File: config.mk
export PLATFORM = sky130hd
export DESIGN_NAME = smc_supervisor_cmd
export DESIGN_NICKNAME = d
export VERILOG_FILES = /design/src/design/smc_pkg.sv /design/src/design/smc_supervisor_cmd.sv
export SDC_FILE = /design/constraint.sdc
export NUM_CORES = 1
export LEC_CHECK = 0
export BUFFER_PORTS_ARGS = -buffer_cell sky130_fd_sc_hd__buf_2
export CAP_MARGIN = 40
export CORE_MARGIN = 3
export CORE_UTILIZATION = 23
export CTS_CLUSTER_SIZE = 8
export DETAILED_ROUTE_END_ITERATION = 8
export PLACE_DENSITY = 0.47
export SYNTH_ARGS = -nofsm -noshare
export SYNTH_HDL_FRONTEND = slang
export SYNTH_SLANG_ARGS = --single-unit
File: constraint.sdc
create_clock -name core_clk -period 8 [get_ports core_clk]
set_clock_uncertainty 0.05 [all_clocks]
set_input_delay 0.8 -clock core_clk [delete_from_list [all_inputs] [get_ports core_clk]]
set_output_delay 0.8 -clock core_clk [all_outputs]
set_load 0.03 [all_outputs]
File: src/design/smc_pkg.sv
// Shared constants and types for the supervisor settings command block
package smc_pkg;
  // Register byte offsets
  localparam logic [7:0]  OFF_CTRL     = 8'h00;
  localparam logic [7:0]  OFF_MASK     = 8'h04;
  localparam logic [7:0]  OFF_INTERVAL = 8'h08;
  localparam logic [7:0]  OFF_FLAGS    = 8'h0C;
  localparam logic [7:0]  OFF_STATUS   = 8'h10;
  // Field positions
  localparam int          CTRL_SDI_BIT  = 0;
  localparam int          CTRL_ADDR_LSB = 8;
  localparam int          FLAGS_ERR_BIT = 0;
  localparam int          FLAGS_HEAT_BIT = 1;
  localparam int          STAT_BUSY_BIT = 0;
  localparam int          STAT_CNT_LSB  = 8;
  localparam int          STAT_EFF_LSB  = 16;
  // Reset values
  localparam logic [15:0] RST_MASK     = 16'hF0C0;
  localparam logic [11:0] RST_INTERVAL = 12'h00F;
  localparam logic        RST_ERR      = 1'b1;
  localparam logic        RST_HEAT     = 1'b1;
  localparam logic [7:0]  RST_ADDR     = 8'h30;
  // Timing: interval unit is one second at the core clock rate
  localparam int          CLK_HZ       = 25000000;
  localparam int          UNIT_S       = 1;
  localparam int          SEC_CYCLES   = CLK_HZ * UNIT_S;
  localparam logic [11:0] HEAT_INTV_S  = 12'h00F;
  localparam logic [11:0] MAX_INTV_S   = 12'hE10;
  // Characters
  localparam logic [7:0]  CH_CR = 8'h0D;
  localparam logic [7:0]  CH_LF = 8'h0A;
  localparam logic [7:0]  CH_EXCL = 8'h21;
  localparam logic [7:0]  CH_AMP = 8'h26;
  localparam logic [7:0]  CH_COMMA = 8'h2C;
  localparam logic [7:0]  CH_ZERO = 8'h30;
  localparam logic [7:0]  CH_ONE = 8'h31;
  localparam logic [7:0]  CH_NINE = 8'h39;
  localparam logic [7:0]  CH_EQ = 8'h3D;
  localparam logic [7:0]  CH_H = 8'h48;
  localparam logic [7:0]  CH_I = 8'h49;
  localparam logic [7:0]  CH_N = 8'h4E;
  localparam logic [7:0]  CH_R = 8'h52;
  localparam logic [7:0]  CH_S = 8'h53;
  localparam logic [7:0]  CH_U = 8'h55;
  localparam logic [7:0]  CH_X = 8'h58;
  localparam logic [7:0]  CH_Y = 8'h59;
  // Reply field codes
  localparam logic [2:0]  FLD_HDR = 3'h0;
  localparam logic [2:0]  FLD_R = 3'h1;
  localparam logic [2:0]  FLD_I = 3'h2;
  localparam logic [2:0]  FLD_S = 3'h3;
  localparam logic [2:0]  FLD_H = 3'h4;
  localparam logic [2:0]  FLD_TERM = 3'h5;

  typedef enum logic [9:0] {
    ST_ADDR = 10'h001, ST_CMD = 10'h002, ST_SDIS = 10'h004,
    ST_U = 10'h008, ST_SEP = 10'h010, ST_FIELD = 10'h020,
    ST_EQ = 10'h040, ST_VAL = 10'h080, ST_SKIP = 10'h100,
    ST_TX = 10'h200
  } smc_fsm_type;

  typedef struct packed {
    smc_fsm_type st;
    logic [15:0] mask;
    logic [11:0] intv;
    logic        errEn;
    logic        heatEn;
    logic        sdi;
    logic [7:0]  devAddr;
    logic [1:0]  curField;
    logic [15:0] valBits;
    logic [4:0]  valCnt;
    logic        ampFirst;
    logic        ampSeen;
    logic [11:0] valNum;
    logic        valBad;
    logic [15:0] pendMask;
    logic        pendAmp;
    logic [11:0] pendIntv;
    logic        pendErr;
    logic        pendHeat;
    logic [3:0]  given;
    logic [3:0]  incl;
    logic        ackOnly;
    logic [2:0]  txField;
    logic [4:0]  txPos;
    logic [7:0]  txChar;
    logic [24:0] preCnt;
    logic [11:0] secCnt;
    logic        tick;
    logic [7:0]  cmdCount;
    logic [31:0] prdata;
  } smc_state_type;
endpackage : smc_pkg

File: src/design/smc_supervisor_cmd.sv
// Supervisor settings command interpreter with APB register access
//
// Behaviour
// RQ1: Query with own address replies all four settings, ended by CR LF.
// RQ2: SDI link uses X prefixed keyword ending in '!'; reply echoes it.
// RQ3: Selection is a 16-bit mask; 1 includes a parameter, 0 excludes.
// RQ4: Leftmost eight mask bits select the monitor message contents.
// RQ5: Rightmost eight mask bits select the composite message contents.
// RQ6: First group bits 1-5 select five parameters in order; 6-8 spare.
// RQ7: Bits 9-13 mirror bits 1-5; 14-16 spare; bit 16 rightmost.
// RQ8: Ampersand form changes only bits 9-16; replies show both groups.
// RQ9: Interval 1 to 3600 s accepted; data produced at that interval.
// RQ10: Heating enabled forces the effective interval to 15 s.
// RQ11: Error messaging flag: Y turns on, N turns off.
// RQ12: Heating flag Y enables power switching; N keeps heater off.
// RQ13: Change alters only supplied fields; ASCII echoes them in full.
// RQ14: SDI change acknowledged by address and terminator only.
// RQ15: Composite selection gathers second-group masks of all sensors.
// RQ16: Spare mask bits stored and reported but never steer output.
//
// The address map and the APB register port were left to the implementer.
`timescale 1ns/1ps
module smc_supervisor_cmd #(
  parameter int SEC_CYCLES_P = smc_pkg::SEC_CYCLES
) (
  input  wire logic        core_clk,
  input  wire logic        rst,
  input  wire logic        psel,
  input  wire logic        penable,
  input  wire logic        pwrite,
  input  wire logic [7:0]  paddr,
  input  wire logic [31:0] pwdata,
  output logic [31:0]      prdata,
  output logic             pready,
  output logic             pslverr,
  input  wire logic        rxValid,
  input  wire logic [7:0]  rxData,
  output logic             rxReady,
  output logic             txValid,
  output logic [7:0]       txData,
  input  wire logic        txReady,
  input  wire logic [7:0]  windSel,
  input  wire logic [7:0]  ptuSel,
  input  wire logic [7:0]  rainSel,
  output logic [4:0]       monitorSel,
  output logic [28:0]      compositeSel,
  output logic             errMsgEnable,
  output logic             heaterAuto,
  output logic             updateTick
);
  import smc_pkg::*;

  smc_state_type s_ff;
  smc_state_type nxt_s;

  // Mapped register offsets
  function automatic logic addrOk(input logic [7:0] a);
    return a == OFF_CTRL || a == OFF_MASK || a == OFF_INTERVAL ||
           a == OFF_FLAGS || a == OFF_STATUS;
  endfunction : addrOk

  function automatic logic isTerm(input logic [7:0] c, input logic sdi);
    return sdi ? (c == CH_EXCL) : (c == CH_LF);
  endfunction : isTerm

  function automatic logic [2:0] numDigits(input logic [11:0] v);
    return (v >= 12'd1000) ? 3'd4 : (v >= 12'd100) ? 3'd3 :
           (v >= 12'd10) ? 3'd2 : 3'd1;
  endfunction : numDigits

  // Decimal digits, index 0 is thousands
  function automatic logic [3:0][3:0] digitsOf(input logic [11:0] v);
    logic [3:0][3:0] d;
    d[0] = 4'(v / 12'd1000);
    d[1] = 4'((v / 12'd100) % 12'd10);
    d[2] = 4'((v / 12'd10) % 12'd10);
    d[3] = 4'(v % 12'd10);
    return d;
  endfunction : digitsOf

  function automatic logic fieldLast(input logic [2:0] f,
      input logic [4:0] p, input logic [2:0] nd, input logic ack);
    logic r;
    r = 1'b0;
    case (f)
      FLD_HDR:  r = ack ? (p == 5'd0) : (p == 5'd3);
      FLD_R:    r = (p == 5'd19);
      FLD_I:    r = (p == 5'(nd) + 5'd2);
      FLD_TERM: r = (p == 5'd1);
      default:  r = (p == 5'd3);
    endcase
    return r;
  endfunction : fieldLast

  // Character at position p of reply field f
  function automatic logic [7:0] charAt(input logic [2:0] f,
      input logic [4:0] p, input smc_state_type s);
    logic [7:0]      c;
    logic [4:0]      k;
    logic [2:0]      nd;
    logic [3:0][3:0] dg;
    logic [1:0]      idx;
    c = CH_CR;
    k = 5'(p - 5'd3);
    nd = numDigits(s.intv);
    dg = digitsOf(s.intv);
    idx = 2'(3'd4 - nd + 3'(k));
    if (f == FLD_HDR) begin
      c = (p == 5'd0) ? s.devAddr : (p == 5'd1) ? CH_X :
          (p == 5'd2) ? CH_S : CH_U;
    end else if (f == FLD_TERM) begin
      c = (p == 5'd0) ? CH_CR : CH_LF;
    end else if (p == 5'd0) begin
      c = CH_COMMA;
    end else if (p == 5'd1) begin
      c = (f == FLD_R) ? CH_R : (f == FLD_I) ? CH_I :
          (f == FLD_S) ? CH_S : CH_H;
    end else if (p == 5'd2) begin
      c = CH_EQ;
    end else begin
      case (f)
        FLD_R: c = (k < 5'd8) ? (s.mask[4'(5'd15 - k)] ? CH_ONE : CH_ZERO) :
                   (k == 5'd8) ? CH_AMP :
                   (s.mask[4'(5'd16 - k)] ? CH_ONE : CH_ZERO); // RQ8
        FLD_I: c = CH_ZERO + 8'(dg[idx]);
        FLD_S: c = s.errEn ? CH_Y : CH_N;
        default: c = s.heatEn ? CH_Y : CH_N;
      endcase
    end
    return c;
  endfunction : charAt

  logic        rxFire;
  logic        txFire;
  logic        apbWr;
  logic        commitAmp;
  logic [11:0] effIntv;

  // Next-state logic for parser, reply sequencer, timer and registers
  always_comb begin
    logic [7:0]  c;
    logic        ok;
    logic        fin;
    logic [16:0] tmp;
    logic [2:0]  nf;
    c = rxData;
    ok = 1'b0;
    fin = 1'b0;
    tmp = 17'h00000;
    nf = FLD_TERM;
    nxt_s = s_ff;
    nxt_s.tick = 1'b0;
    commitAmp = 1'b0;
    rxFire = rxValid && (s_ff.st != ST_TX);
    txFire = (s_ff.st == ST_TX) && txReady;
    apbWr = psel && penable && pwrite;
    effIntv = s_ff.heatEn ? HEAT_INTV_S : s_ff.intv; // RQ10
    // Register writes; a command commit later in this process wins
    if (apbWr) begin
      if (paddr == OFF_CTRL) begin
        nxt_s.sdi = pwdata[CTRL_SDI_BIT];
        nxt_s.devAddr = pwdata[CTRL_ADDR_LSB +: 8];
      end
      if (paddr == OFF_MASK) nxt_s.mask = pwdata[15:0]; // RQ3
      if (paddr == OFF_INTERVAL && pwdata[11:0] != 12'h000 &&
          pwdata[11:0] <= MAX_INTV_S && pwdata[31:12] == 20'h00000)
        nxt_s.intv = pwdata[11:0]; // RQ9
      if (paddr == OFF_FLAGS) begin
        nxt_s.errEn = pwdata[FLAGS_ERR_BIT];
        nxt_s.heatEn = pwdata[FLAGS_HEAT_BIT];
      end
    end
    // Read data captured in the setup phase
    if (psel && !penable) begin
      nxt_s.prdata = 32'h00000000;
      case (paddr)
        OFF_CTRL: begin
          nxt_s.prdata[CTRL_SDI_BIT] = s_ff.sdi;
          nxt_s.prdata[CTRL_ADDR_LSB +: 8] = s_ff.devAddr;
        end
        OFF_MASK:     nxt_s.prdata[15:0] = s_ff.mask;
        OFF_INTERVAL: nxt_s.prdata[11:0] = s_ff.intv;
        OFF_FLAGS: begin
          nxt_s.prdata[FLAGS_ERR_BIT] = s_ff.errEn;
          nxt_s.prdata[FLAGS_HEAT_BIT] = s_ff.heatEn;
        end
        OFF_STATUS: begin
          nxt_s.prdata[STAT_BUSY_BIT] = (s_ff.st != ST_ADDR);
          nxt_s.prdata[STAT_CNT_LSB +: 8] = s_ff.cmdCount;
          nxt_s.prdata[STAT_EFF_LSB +: 12] = effIntv;
        end
        default: nxt_s.prdata = 32'h00000000;
      endcase
    end
    // Command parser; CR is ignored on the ASCII link, LF ends a line
    if (rxFire && !(!s_ff.sdi && c == CH_CR)) begin
      unique case (s_ff.st)
        ST_ADDR: if (!isTerm(c, s_ff.sdi)) begin
          nxt_s.st = (c == s_ff.devAddr) ? ST_CMD : ST_SKIP; // RQ1
          nxt_s.given = 4'h0;
        end
        ST_CMD: nxt_s.st = s_ff.sdi ? ((c == CH_X) ? ST_SDIS : ST_SKIP)
                                    : ((c == CH_S) ? ST_U : ST_SKIP); // RQ2
        ST_SDIS: nxt_s.st = (c == CH_S) ? ST_U : ST_SKIP; // RQ2
        ST_U: nxt_s.st = (c == CH_U) ? ST_SEP : ST_SKIP;
        ST_SEP: begin
          if (c == CH_COMMA) nxt_s.st = ST_FIELD;
          else if (isTerm(c, s_ff.sdi)) fin = 1'b1; // RQ1
          else nxt_s.st = ST_SKIP;
        end
        ST_FIELD: begin
          nxt_s.st = ST_EQ;
          if (c == CH_R) nxt_s.curField = 2'd0;
          else if (c == CH_I) nxt_s.curField = 2'd1;
          else if (c == CH_S) nxt_s.curField = 2'd2;
          else if (c == CH_H) nxt_s.curField = 2'd3;
          else nxt_s.st = ST_SKIP;
        end
        ST_EQ: begin
          nxt_s.st = (c == CH_EQ) ? ST_VAL : ST_SKIP;
          nxt_s.valBits = 16'h0000;
          nxt_s.valCnt = 5'h00;
          nxt_s.ampFirst = 1'b0;
          nxt_s.ampSeen = 1'b0;
          nxt_s.valNum = 12'h000;
          nxt_s.valBad = 1'b0;
        end
        ST_VAL: begin
          if (c == CH_COMMA || isTerm(c, s_ff.sdi)) begin
            // Field complete: validate and stage it
            case (s_ff.curField)
              2'd0: ok = s_ff.ampFirst ? (s_ff.valCnt == 5'd8) :
                         (s_ff.valCnt == 5'd16 && s_ff.ampSeen); // RQ8
              2'd1: ok = !s_ff.valBad && s_ff.valNum != 12'h000; // RQ9
              default: ok = (s_ff.valCnt == 5'd1); // RQ11 RQ12
            endcase
            // Only an R field may stage a mask; later fields leave it be
            if (s_ff.curField == 2'd0) begin
              nxt_s.pendMask = s_ff.valBits;
              nxt_s.pendAmp = s_ff.ampFirst;
            end
            if (s_ff.curField == 2'd1) nxt_s.pendIntv = s_ff.valNum;
            if (s_ff.curField == 2'd2) nxt_s.pendErr = s_ff.valBits[0];
            if (s_ff.curField == 2'd3) nxt_s.pendHeat = s_ff.valBits[0];
            if (!ok) nxt_s.st = ST_SKIP;
            else begin
              nxt_s.given[s_ff.curField] = 1'b1; // RQ13
              if (c == CH_COMMA) nxt_s.st = ST_FIELD;
              else fin = 1'b1;
            end
          end else if (s_ff.curField == 2'd0) begin
            if ((c == CH_ZERO || c == CH_ONE) && s_ff.valCnt < 5'd16) begin
              nxt_s.valBits = {s_ff.valBits[14:0], c == CH_ONE};
              nxt_s.valCnt = s_ff.valCnt + 5'd1;
            end else if (c == CH_AMP && !s_ff.ampSeen &&
                         (s_ff.valCnt == 5'd0 || s_ff.valCnt == 5'd8)) begin
              nxt_s.ampSeen = 1'b1;
              nxt_s.ampFirst = (s_ff.valCnt == 5'd0); // RQ8
            end else nxt_s.st = ST_SKIP;
          end else if (s_ff.curField == 2'd1) begin
            if (c >= CH_ZERO && c <= CH_NINE) begin
              tmp = 17'(s_ff.valNum) * 17'd10 + 17'(c - CH_ZERO);
              if (tmp > 17'(MAX_INTV_S)) nxt_s.valBad = 1'b1; // RQ9
              else nxt_s.valNum = 12'(tmp);
            end else nxt_s.st = ST_SKIP;
          end else if ((c == CH_Y || c == CH_N) && s_ff.valCnt == 5'd0) begin
            nxt_s.valBits[0] = (c == CH_Y); // RQ11
            nxt_s.valCnt = 5'd1;
          end else nxt_s.st = ST_SKIP;
        end
        ST_SKIP: if (isTerm(c, s_ff.sdi)) nxt_s.st = ST_ADDR;
        ST_TX: nxt_s.st = ST_TX;
        default: nxt_s.st = ST_ADDR;
      endcase
      // A refused line ends at its own terminator, so the next is heard
      if (nxt_s.st == ST_SKIP && isTerm(c, s_ff.sdi)) nxt_s.st = ST_ADDR;
    end
    // Commit only the fields supplied, then start the reply
    if (fin) begin
      if (nxt_s.given[0]) begin
        commitAmp = nxt_s.pendAmp;
        nxt_s.mask = nxt_s.pendAmp ? {s_ff.mask[15:8], nxt_s.pendMask[7:0]}
                                   : nxt_s.pendMask; // RQ8 RQ13
      end
      if (nxt_s.given[1]) nxt_s.intv = nxt_s.pendIntv; // RQ13
      if (nxt_s.given[2]) nxt_s.errEn = nxt_s.pendErr;
      if (nxt_s.given[3]) nxt_s.heatEn = nxt_s.pendHeat;
      nxt_s.incl = (nxt_s.given == 4'h0) ? 4'hF :
                   (s_ff.sdi ? 4'h0 : nxt_s.given); // RQ1 RQ13 RQ14
      nxt_s.ackOnly = s_ff.sdi && nxt_s.given != 4'h0; // RQ14
      nxt_s.st = ST_TX;
      nxt_s.txField = FLD_HDR;
      nxt_s.txPos = 5'd0;
      nxt_s.cmdCount = s_ff.cmdCount + 8'h01;
    end
    // Reply sequencer
    if (txFire) begin
      if (fieldLast(s_ff.txField, s_ff.txPos, numDigits(s_ff.intv),
                    s_ff.ackOnly)) begin
        for (int i = 4; i >= 1; i--)
          if (i > int'(s_ff.txField) && s_ff.incl[i-1]) nf = 3'(i);
        if (s_ff.txField == FLD_TERM) nxt_s.st = ST_ADDR;
        nxt_s.txField = nf;
        nxt_s.txPos = 5'd0;
      end else if (s_ff.txField == FLD_HDR && s_ff.txPos == 5'd0 &&
                   !s_ff.sdi) begin
        nxt_s.txPos = 5'd2; // RQ2
      end else nxt_s.txPos = s_ff.txPos + 5'd1;
    end
    nxt_s.txChar = charAt(nxt_s.txField, nxt_s.txPos, nxt_s);
    // One-second prescaler and interval counter
    if (s_ff.preCnt == 25'(SEC_CYCLES_P - 1)) begin
      nxt_s.preCnt = 25'h0000000;
      if (s_ff.secCnt + 12'd1 >= effIntv) begin
        nxt_s.secCnt = 12'h000;
        nxt_s.tick = 1'b1; // RQ9 RQ10
      end else nxt_s.secCnt = s_ff.secCnt + 12'd1;
    end else begin
      nxt_s.preCnt = s_ff.preCnt + 25'd1;
    end
    // An interval at or below the running count restarts it at once, never overshooting
    if (nxt_s.secCnt >= (nxt_s.heatEn ? HEAT_INTV_S : nxt_s.intv))
      nxt_s.secCnt = 12'h000; // RQ9 RQ10
  end

  // State register
  always_ff @(posedge core_clk or posedge rst) begin
    if (rst) begin
      s_ff <= '0;
      s_ff.st <= ST_ADDR;
      s_ff.mask <= RST_MASK;
      s_ff.intv <= RST_INTERVAL;
      s_ff.errEn <= RST_ERR;
      s_ff.heatEn <= RST_HEAT;
      s_ff.devAddr <= RST_ADDR;
      s_ff.txChar <= RST_ADDR;
    end else begin
      s_ff <= nxt_s;
    end
  end

  // Outputs; spare bits never reach the message selections
  assign prdata = s_ff.prdata;
  assign pready = 1'b1;
  assign pslverr = psel && penable && !addrOk(paddr);
  assign rxReady = (s_ff.st != ST_TX);
  assign txValid = (s_ff.st == ST_TX);
  assign txData = s_ff.txChar;
  assign monitorSel = s_ff.mask[15:11]; // RQ4 RQ6 RQ16
  // Bits 9-13 join the other sensors' second-group masks
  assign compositeSel = {windSel, ptuSel, rainSel,
                         s_ff.mask[7:3]}; // RQ5 RQ7 RQ15
  assign errMsgEnable = s_ff.errEn; // RQ11
  assign heaterAuto = s_ff.heatEn; // RQ12
  assign updateTick = s_ff.tick;
endmodule : smc_supervisor_cmd

## Yosys cells after proc, flatten, opt, wreduce, memory -nomap -nowiden

Cells that the tools add are included.
Widths: inputs -> output; s select.

| operators by class | value |
|---|---|
| $add $sub $neg | 14 |
| $mul | 1 |
| divide/modulo/power cells | 6 |
| $lt $le $gt $ge | 23 |
| eq/ne operators | 68 |
| shift operators | 0 |
| mux-type cells | 143 |
| bitwise operators | 1 |
| reduce and logical (&&, ||, !) cells | 62 |

Operators with widths:

| operator | number |
|---|---|
| $mux 10 | 23 |
| $mux 12 | 9 |
| $pmux 10 s10 | 1 |
| $pmux 36 s2 | 1 |
| $mux 35 | 2 |
| $eq 8x7->1 const B | 8 |
| $mux 9 | 7 |
| $mux 13 | 4 |
| $eq 8x6->1 const B | 6 |
| $mux 16 | 3 |
| $mux 5 | 9 |
| $mux 40 | 1 |
| $mux 39 | 1 |
| $mod 12x4->12 const B | 3 |
| $mux 36 | 1 |
| $eq 8x4->1 const B | 4 |
| $mux 8 | 4 |
| $mux 31 | 1 |
| $mux 7 | 4 |
| $logic_and 1x1->1 | 27 |
| $mux 2 | 13 |
| $add 25x1->25 const B | 1 |
| $eq 25x25->1 const B | 1 |
| $mux 1 | 25 |
| 95 further kinds | 159 |

| storage, ports and cells | value |
|---|---|
| flip-flop bits (word level) | 217 |
| bits in latches | 0 |
| memory bits (writable) | 0 |
| memory bits (read-only) | 0 |
| bits of input ports | 79 |
| memories kept | 0 |

## Longest topological paths before layout

| depth | value |
|---|---|
| depth in word-level cells | 31 |
| gate-level depth with buffers | 38 |

## Least setup slack after synthesis

OpenSTA, ideal clock, no wires.

| path | value |
|---|---|
| path type | input port to flip-flop |
| from | input port rxData[7] |
| to | register s_ff, in the netlist txData[2] |
| setup time | 120 ps |
| arrival time | 5996 ps |
| data required time | 7830 ps |
| setup slack | 1833 ps |
| cell stages on the path | 23 |
| path buffers | 3 |
| cells stage by stage | buf_2 > or2_1 > buf_6 > o41ai_2 > nor4_2 > and3_4 > o211ai_2 > mux2_2 > or4_1 > o311a_1 > buf_6 > and2_4 > o21ai_2 > a31oi_2 > or4_4 > nor3b_1 > o32a_1 > o31a_1 > o21a_1 > ha_1 > a21oi_1 > a211o_1 > o211a_1 |

RTL lines:

| element | line | source |
|---|---|---|
| start, declared | smc_supervisor_cmd.sv:37 | `input wire logic [7:0] rxData,` |
| end signal, assigned | smc_supervisor_cmd.sv:338 | `s_ff <= nxt_s;` |
| end, declared | smc_supervisor_cmd.sv:53 | `smc_state_type s_ff;` |

==> metrics.txt <==
post-synthesis sequential element count 217; via count of the first global-routing pass 16.36k; initial antenna violation count 2; Post-synth EDFFs 0; total routed wire length on the met1 layer 30.12 mm; actual slew at the worst max-slew pin 0.8886 ns; placed instance count 3193; final routed wirelength across all metal layers 65.35 mm; worst endpoint data arrival time 7.33 ns; Reg-to-Reg End txData[2]; Internal 2.072 mW; highest net fanout along the worst path 21; # DRC 0; total gr overflow 0; number of clock sinks seen by CTS 217; number of H-tree levels 2; final estimated routing congestion in global placement 0.8780; num ports 160; Mapped Cells 2188; share of flip-flops with an asynchronous set or reset after synthesis 100.0%; final instance count without filler cells 3256; register-to-register path setup slack 1.16 ns; cell type with the largest total area after synthesis sky130_fd_sc_hd__dfrtp_1; DPL Wire Length 50.51 mm; via density per instance 5.147; cells along the critical path buf_2, nor2_1, and3_1, o31a_1, nand2_1, a21oi_1, inv_1, o21ai_2, inv_2, a2111o_1, o311ai_0, nand2_1, inv_1, ha_1, a21oi_1, a21oi_1, a21oi_1, mux2_2, ha_1, a21boi_0, o311ai_0, a21o_1, o211a_1; category of the worst setup path capture point flop; P per Cell Area 136.7 nW/um^2; leading cell types by count after synthesis sky130_fd_sc_hd__nand2_1 (237), sky130_fd_sc_hd__dfrtp_1 (200), sky130_fd_sc_hd__nor2_1 (167); share of layout cells above drive strength 1 14.36%; number of gates resized after CTS 0; cell repeated most along the worst path sky130_fd_sc_hd__a21oi_1; Peak Freq 144.6 MHz; effective utilization at floorplan 23.33%; leading cell types by total area after synthesis sky130_fd_sc_hd__dfrtp_1 (28%), sky130_fd_sc_hd__ha_1 (5.6%), sky130_fd_sc_hd__nand2_1 (4.9%); iteration-0 DRC count of the detailed router 1299; input/output buffers 106; most used standard cell by instance count after synthesis sky130_fd_sc_hd__nand2_1; number of failing hold endpoints at the final stage 0; clock tree from TritonCTS yes; Std-Cell Core Area 77850 um^2; layout net count 2352; clock tree root driver cell sky130_fd_sc_hd__clkbuf_16; main flop type after synthesis sky130_fd_sc_hd__dfrtp_1; post-synthesis area per instance 8.300 um^2; minimum clock period 6.915 ns; top layer used by detailed routing met4; Switching Power 0.7070 mW; combinational fraction of design power 7.9%; die span in y 287 um; fraction of synthesized cell area taken by the top area cell type 27.56%; die boundary width 287 um; Via Count 16.76k; Post-DP Area 19260 um^2; Sw Share 25.45%; sum of met3 wire segment lengths after detailed routing 3.476 mm; max-slew violation count 0; Ys Warns 0; area growth from synthesis to layout 11.91%; unrepaired setup endpoints after global routing no; first-pass GRT wire length 100.3 mm; clock group share of total power 51.5%; mapped cell area 18160 um^2; gate family responsible for the most delay along the worst path compound AO/OA/AOI/OAI gates; largest net degree at the start of global routing 70; routed length per placed instance 20.07 um; hold_buf cts 0; register clock-pin slew on the reported worst setup and hold paths 0.05 ns; CP Class input pin to flop; met2 WL post-DR 29.75 mm; Detail Route Antenna Nets 0; Critical Path RT 8.41 ns; latest clock arrival within the worst-skew pair 0.53 ns; Worst VDD drop 0.1207 mV; Tightest Hold Check Type input pin to asynchronous set/reset pin; R2R cell count 21; worst path buffer plus inverter count 4; worst-case clock buffer depth 3; DIE AREA 82370 um^2; static leakage 9.144 nW; crit share post-route 86.44%; Slowest Stage Delay on Critical Path 0.56 ns; total negative slack 0 ns; number of inserted filler cells in the final layout 8478; worst reg2reg path startpoint s_ff[213]; router iterations before antenna repair 5; outcome completed; core occupancy in the finished layout 26.11%; Design Area, Final 20320 um^2; Seq pwr share 40.6%; placement row count 102; cell at the slowest stage of the critical path sky130_fd_sc_hd__a2111o_1; Yosys cell types 119; Worst setup SP type input pin; worst-case headroom to the max-slew limit 39.06%; Inserted Clock Buffers 34; number of max-capacitance violations reported 0; gr usage total 15.45%; Post-CTS Repair Setup Buffers 0; Final setup violation count 0; sequential fraction of the synthesis area 30.02%
-- per-stage QoR --
step	hold slack, ns	setup WS (ns)	power [mW]
after floorplan	0.3844	1.242	1.300
after detailed placement	0.4144	0.6711	1.363
after global routing	0.2770	0.6190	2.890
after global placement	0.4083	0.7768	1.360
after CTS	0.2483	1.208	2.818
final	0.2456	1.085	2.779
-- cells by family (layout without fill, tap and decap cells) --
family          after synthesis  in the layout  synth area share, %
simple gates                840            840                23.64
compound gates              547            547                20.61
other cells                   2              7              0.04135
xor+xnor                     92             92                4.478
flops                       217            217                30.02
buf+inv                     282            305                7.957
mux                         123            123                7.323
fa+ha+maj                    85             85                5.925
-- worst reg2reg max path: cells and delay by family (launching register included) --
family          cells  cell delay (ns)
buf+inv             2             0.59
simple gates        9             2.76
fa+ha+maj           1             0.28
compound gates      7             1.68
flops               1             0.50
mux                 2             0.88
-- cells in the final DEF, fill, tap and decap left out, drive strengths merged, types with 37 or more instances in the layout --
cell type  synthesis  layout
xnor2             49      49
nor3              61      61
nand2b            42      42
dfrtp            200     200
nor2             170     170
xor2              43      43
buf              113     142
nor2b             39      39
inv              100     101
nand2            238     238
a21oi            131     131
mux2i             80      80
nand3             92      92
ha                82      82
o21ai            122     122
nor4              37      37
clkbuf            67      59
mux2              40      40
-- flip-flops by register name, summed over array words and instances (netlist names) --
signal,count
errMsgEnable,1
s_ff,168
updateTick,1
compositeSel,5
heaterAuto,1
prdata,28
txData,8
monitorSel,5
-- power by group through the flow --
stage	clock, mW	combinational, mW	sequential, mW
final	1.43	0.218	1.13
after global routing	1.52	0.242	1.13
after CTS	1.47	0.218	1.13
after detailed placement	0	0.217	1.15
after global placement	0	0.214	1.15
after floorplan	0	0.161	1.14
-- area by class of cell --
class / count / area, um^2 / share of cell area (%)
antenna: 2 / 5.005 / 0.02462
clock inverter: 2 / 38.79 / 0.1908
timing repair buffer: 142 / 817.0 / 4.020
multi-input combinational: 1692 / 11300 / 55.62
clock buffer: 59 / 1016 / 4.999
inverter: 102 / 390.4 / 1.921
sequential: 217 / 5451 / 26.82
tap: 1040 / 1301 / 6.402
-- metal layers --
| layer | vias to the layer above | global-route usage, % |
|---|---|---|
| li1 | 7887 | - |
| met1 | 8222 | 21.24 |
| met2 | 544 | 25.12 |
| met3 | 106 | 1.761 |
| met4 | 0 | 5.168 |
| met5 | - | 0 |
-- worst max path at each step --
stage,startpoint,endpoint,cells after the start
final,rxData[2],txData[2],23
after global routing,rxData[4],txData[2],25
after CTS,s_ff[213],txData[2],21
after detailed placement,rxData[4],txData[2],25
after global placement,rxData[4],txData[2],25
after floorplan,rst,compositeSel[0],1
Power figures use the tool's default switching activity.
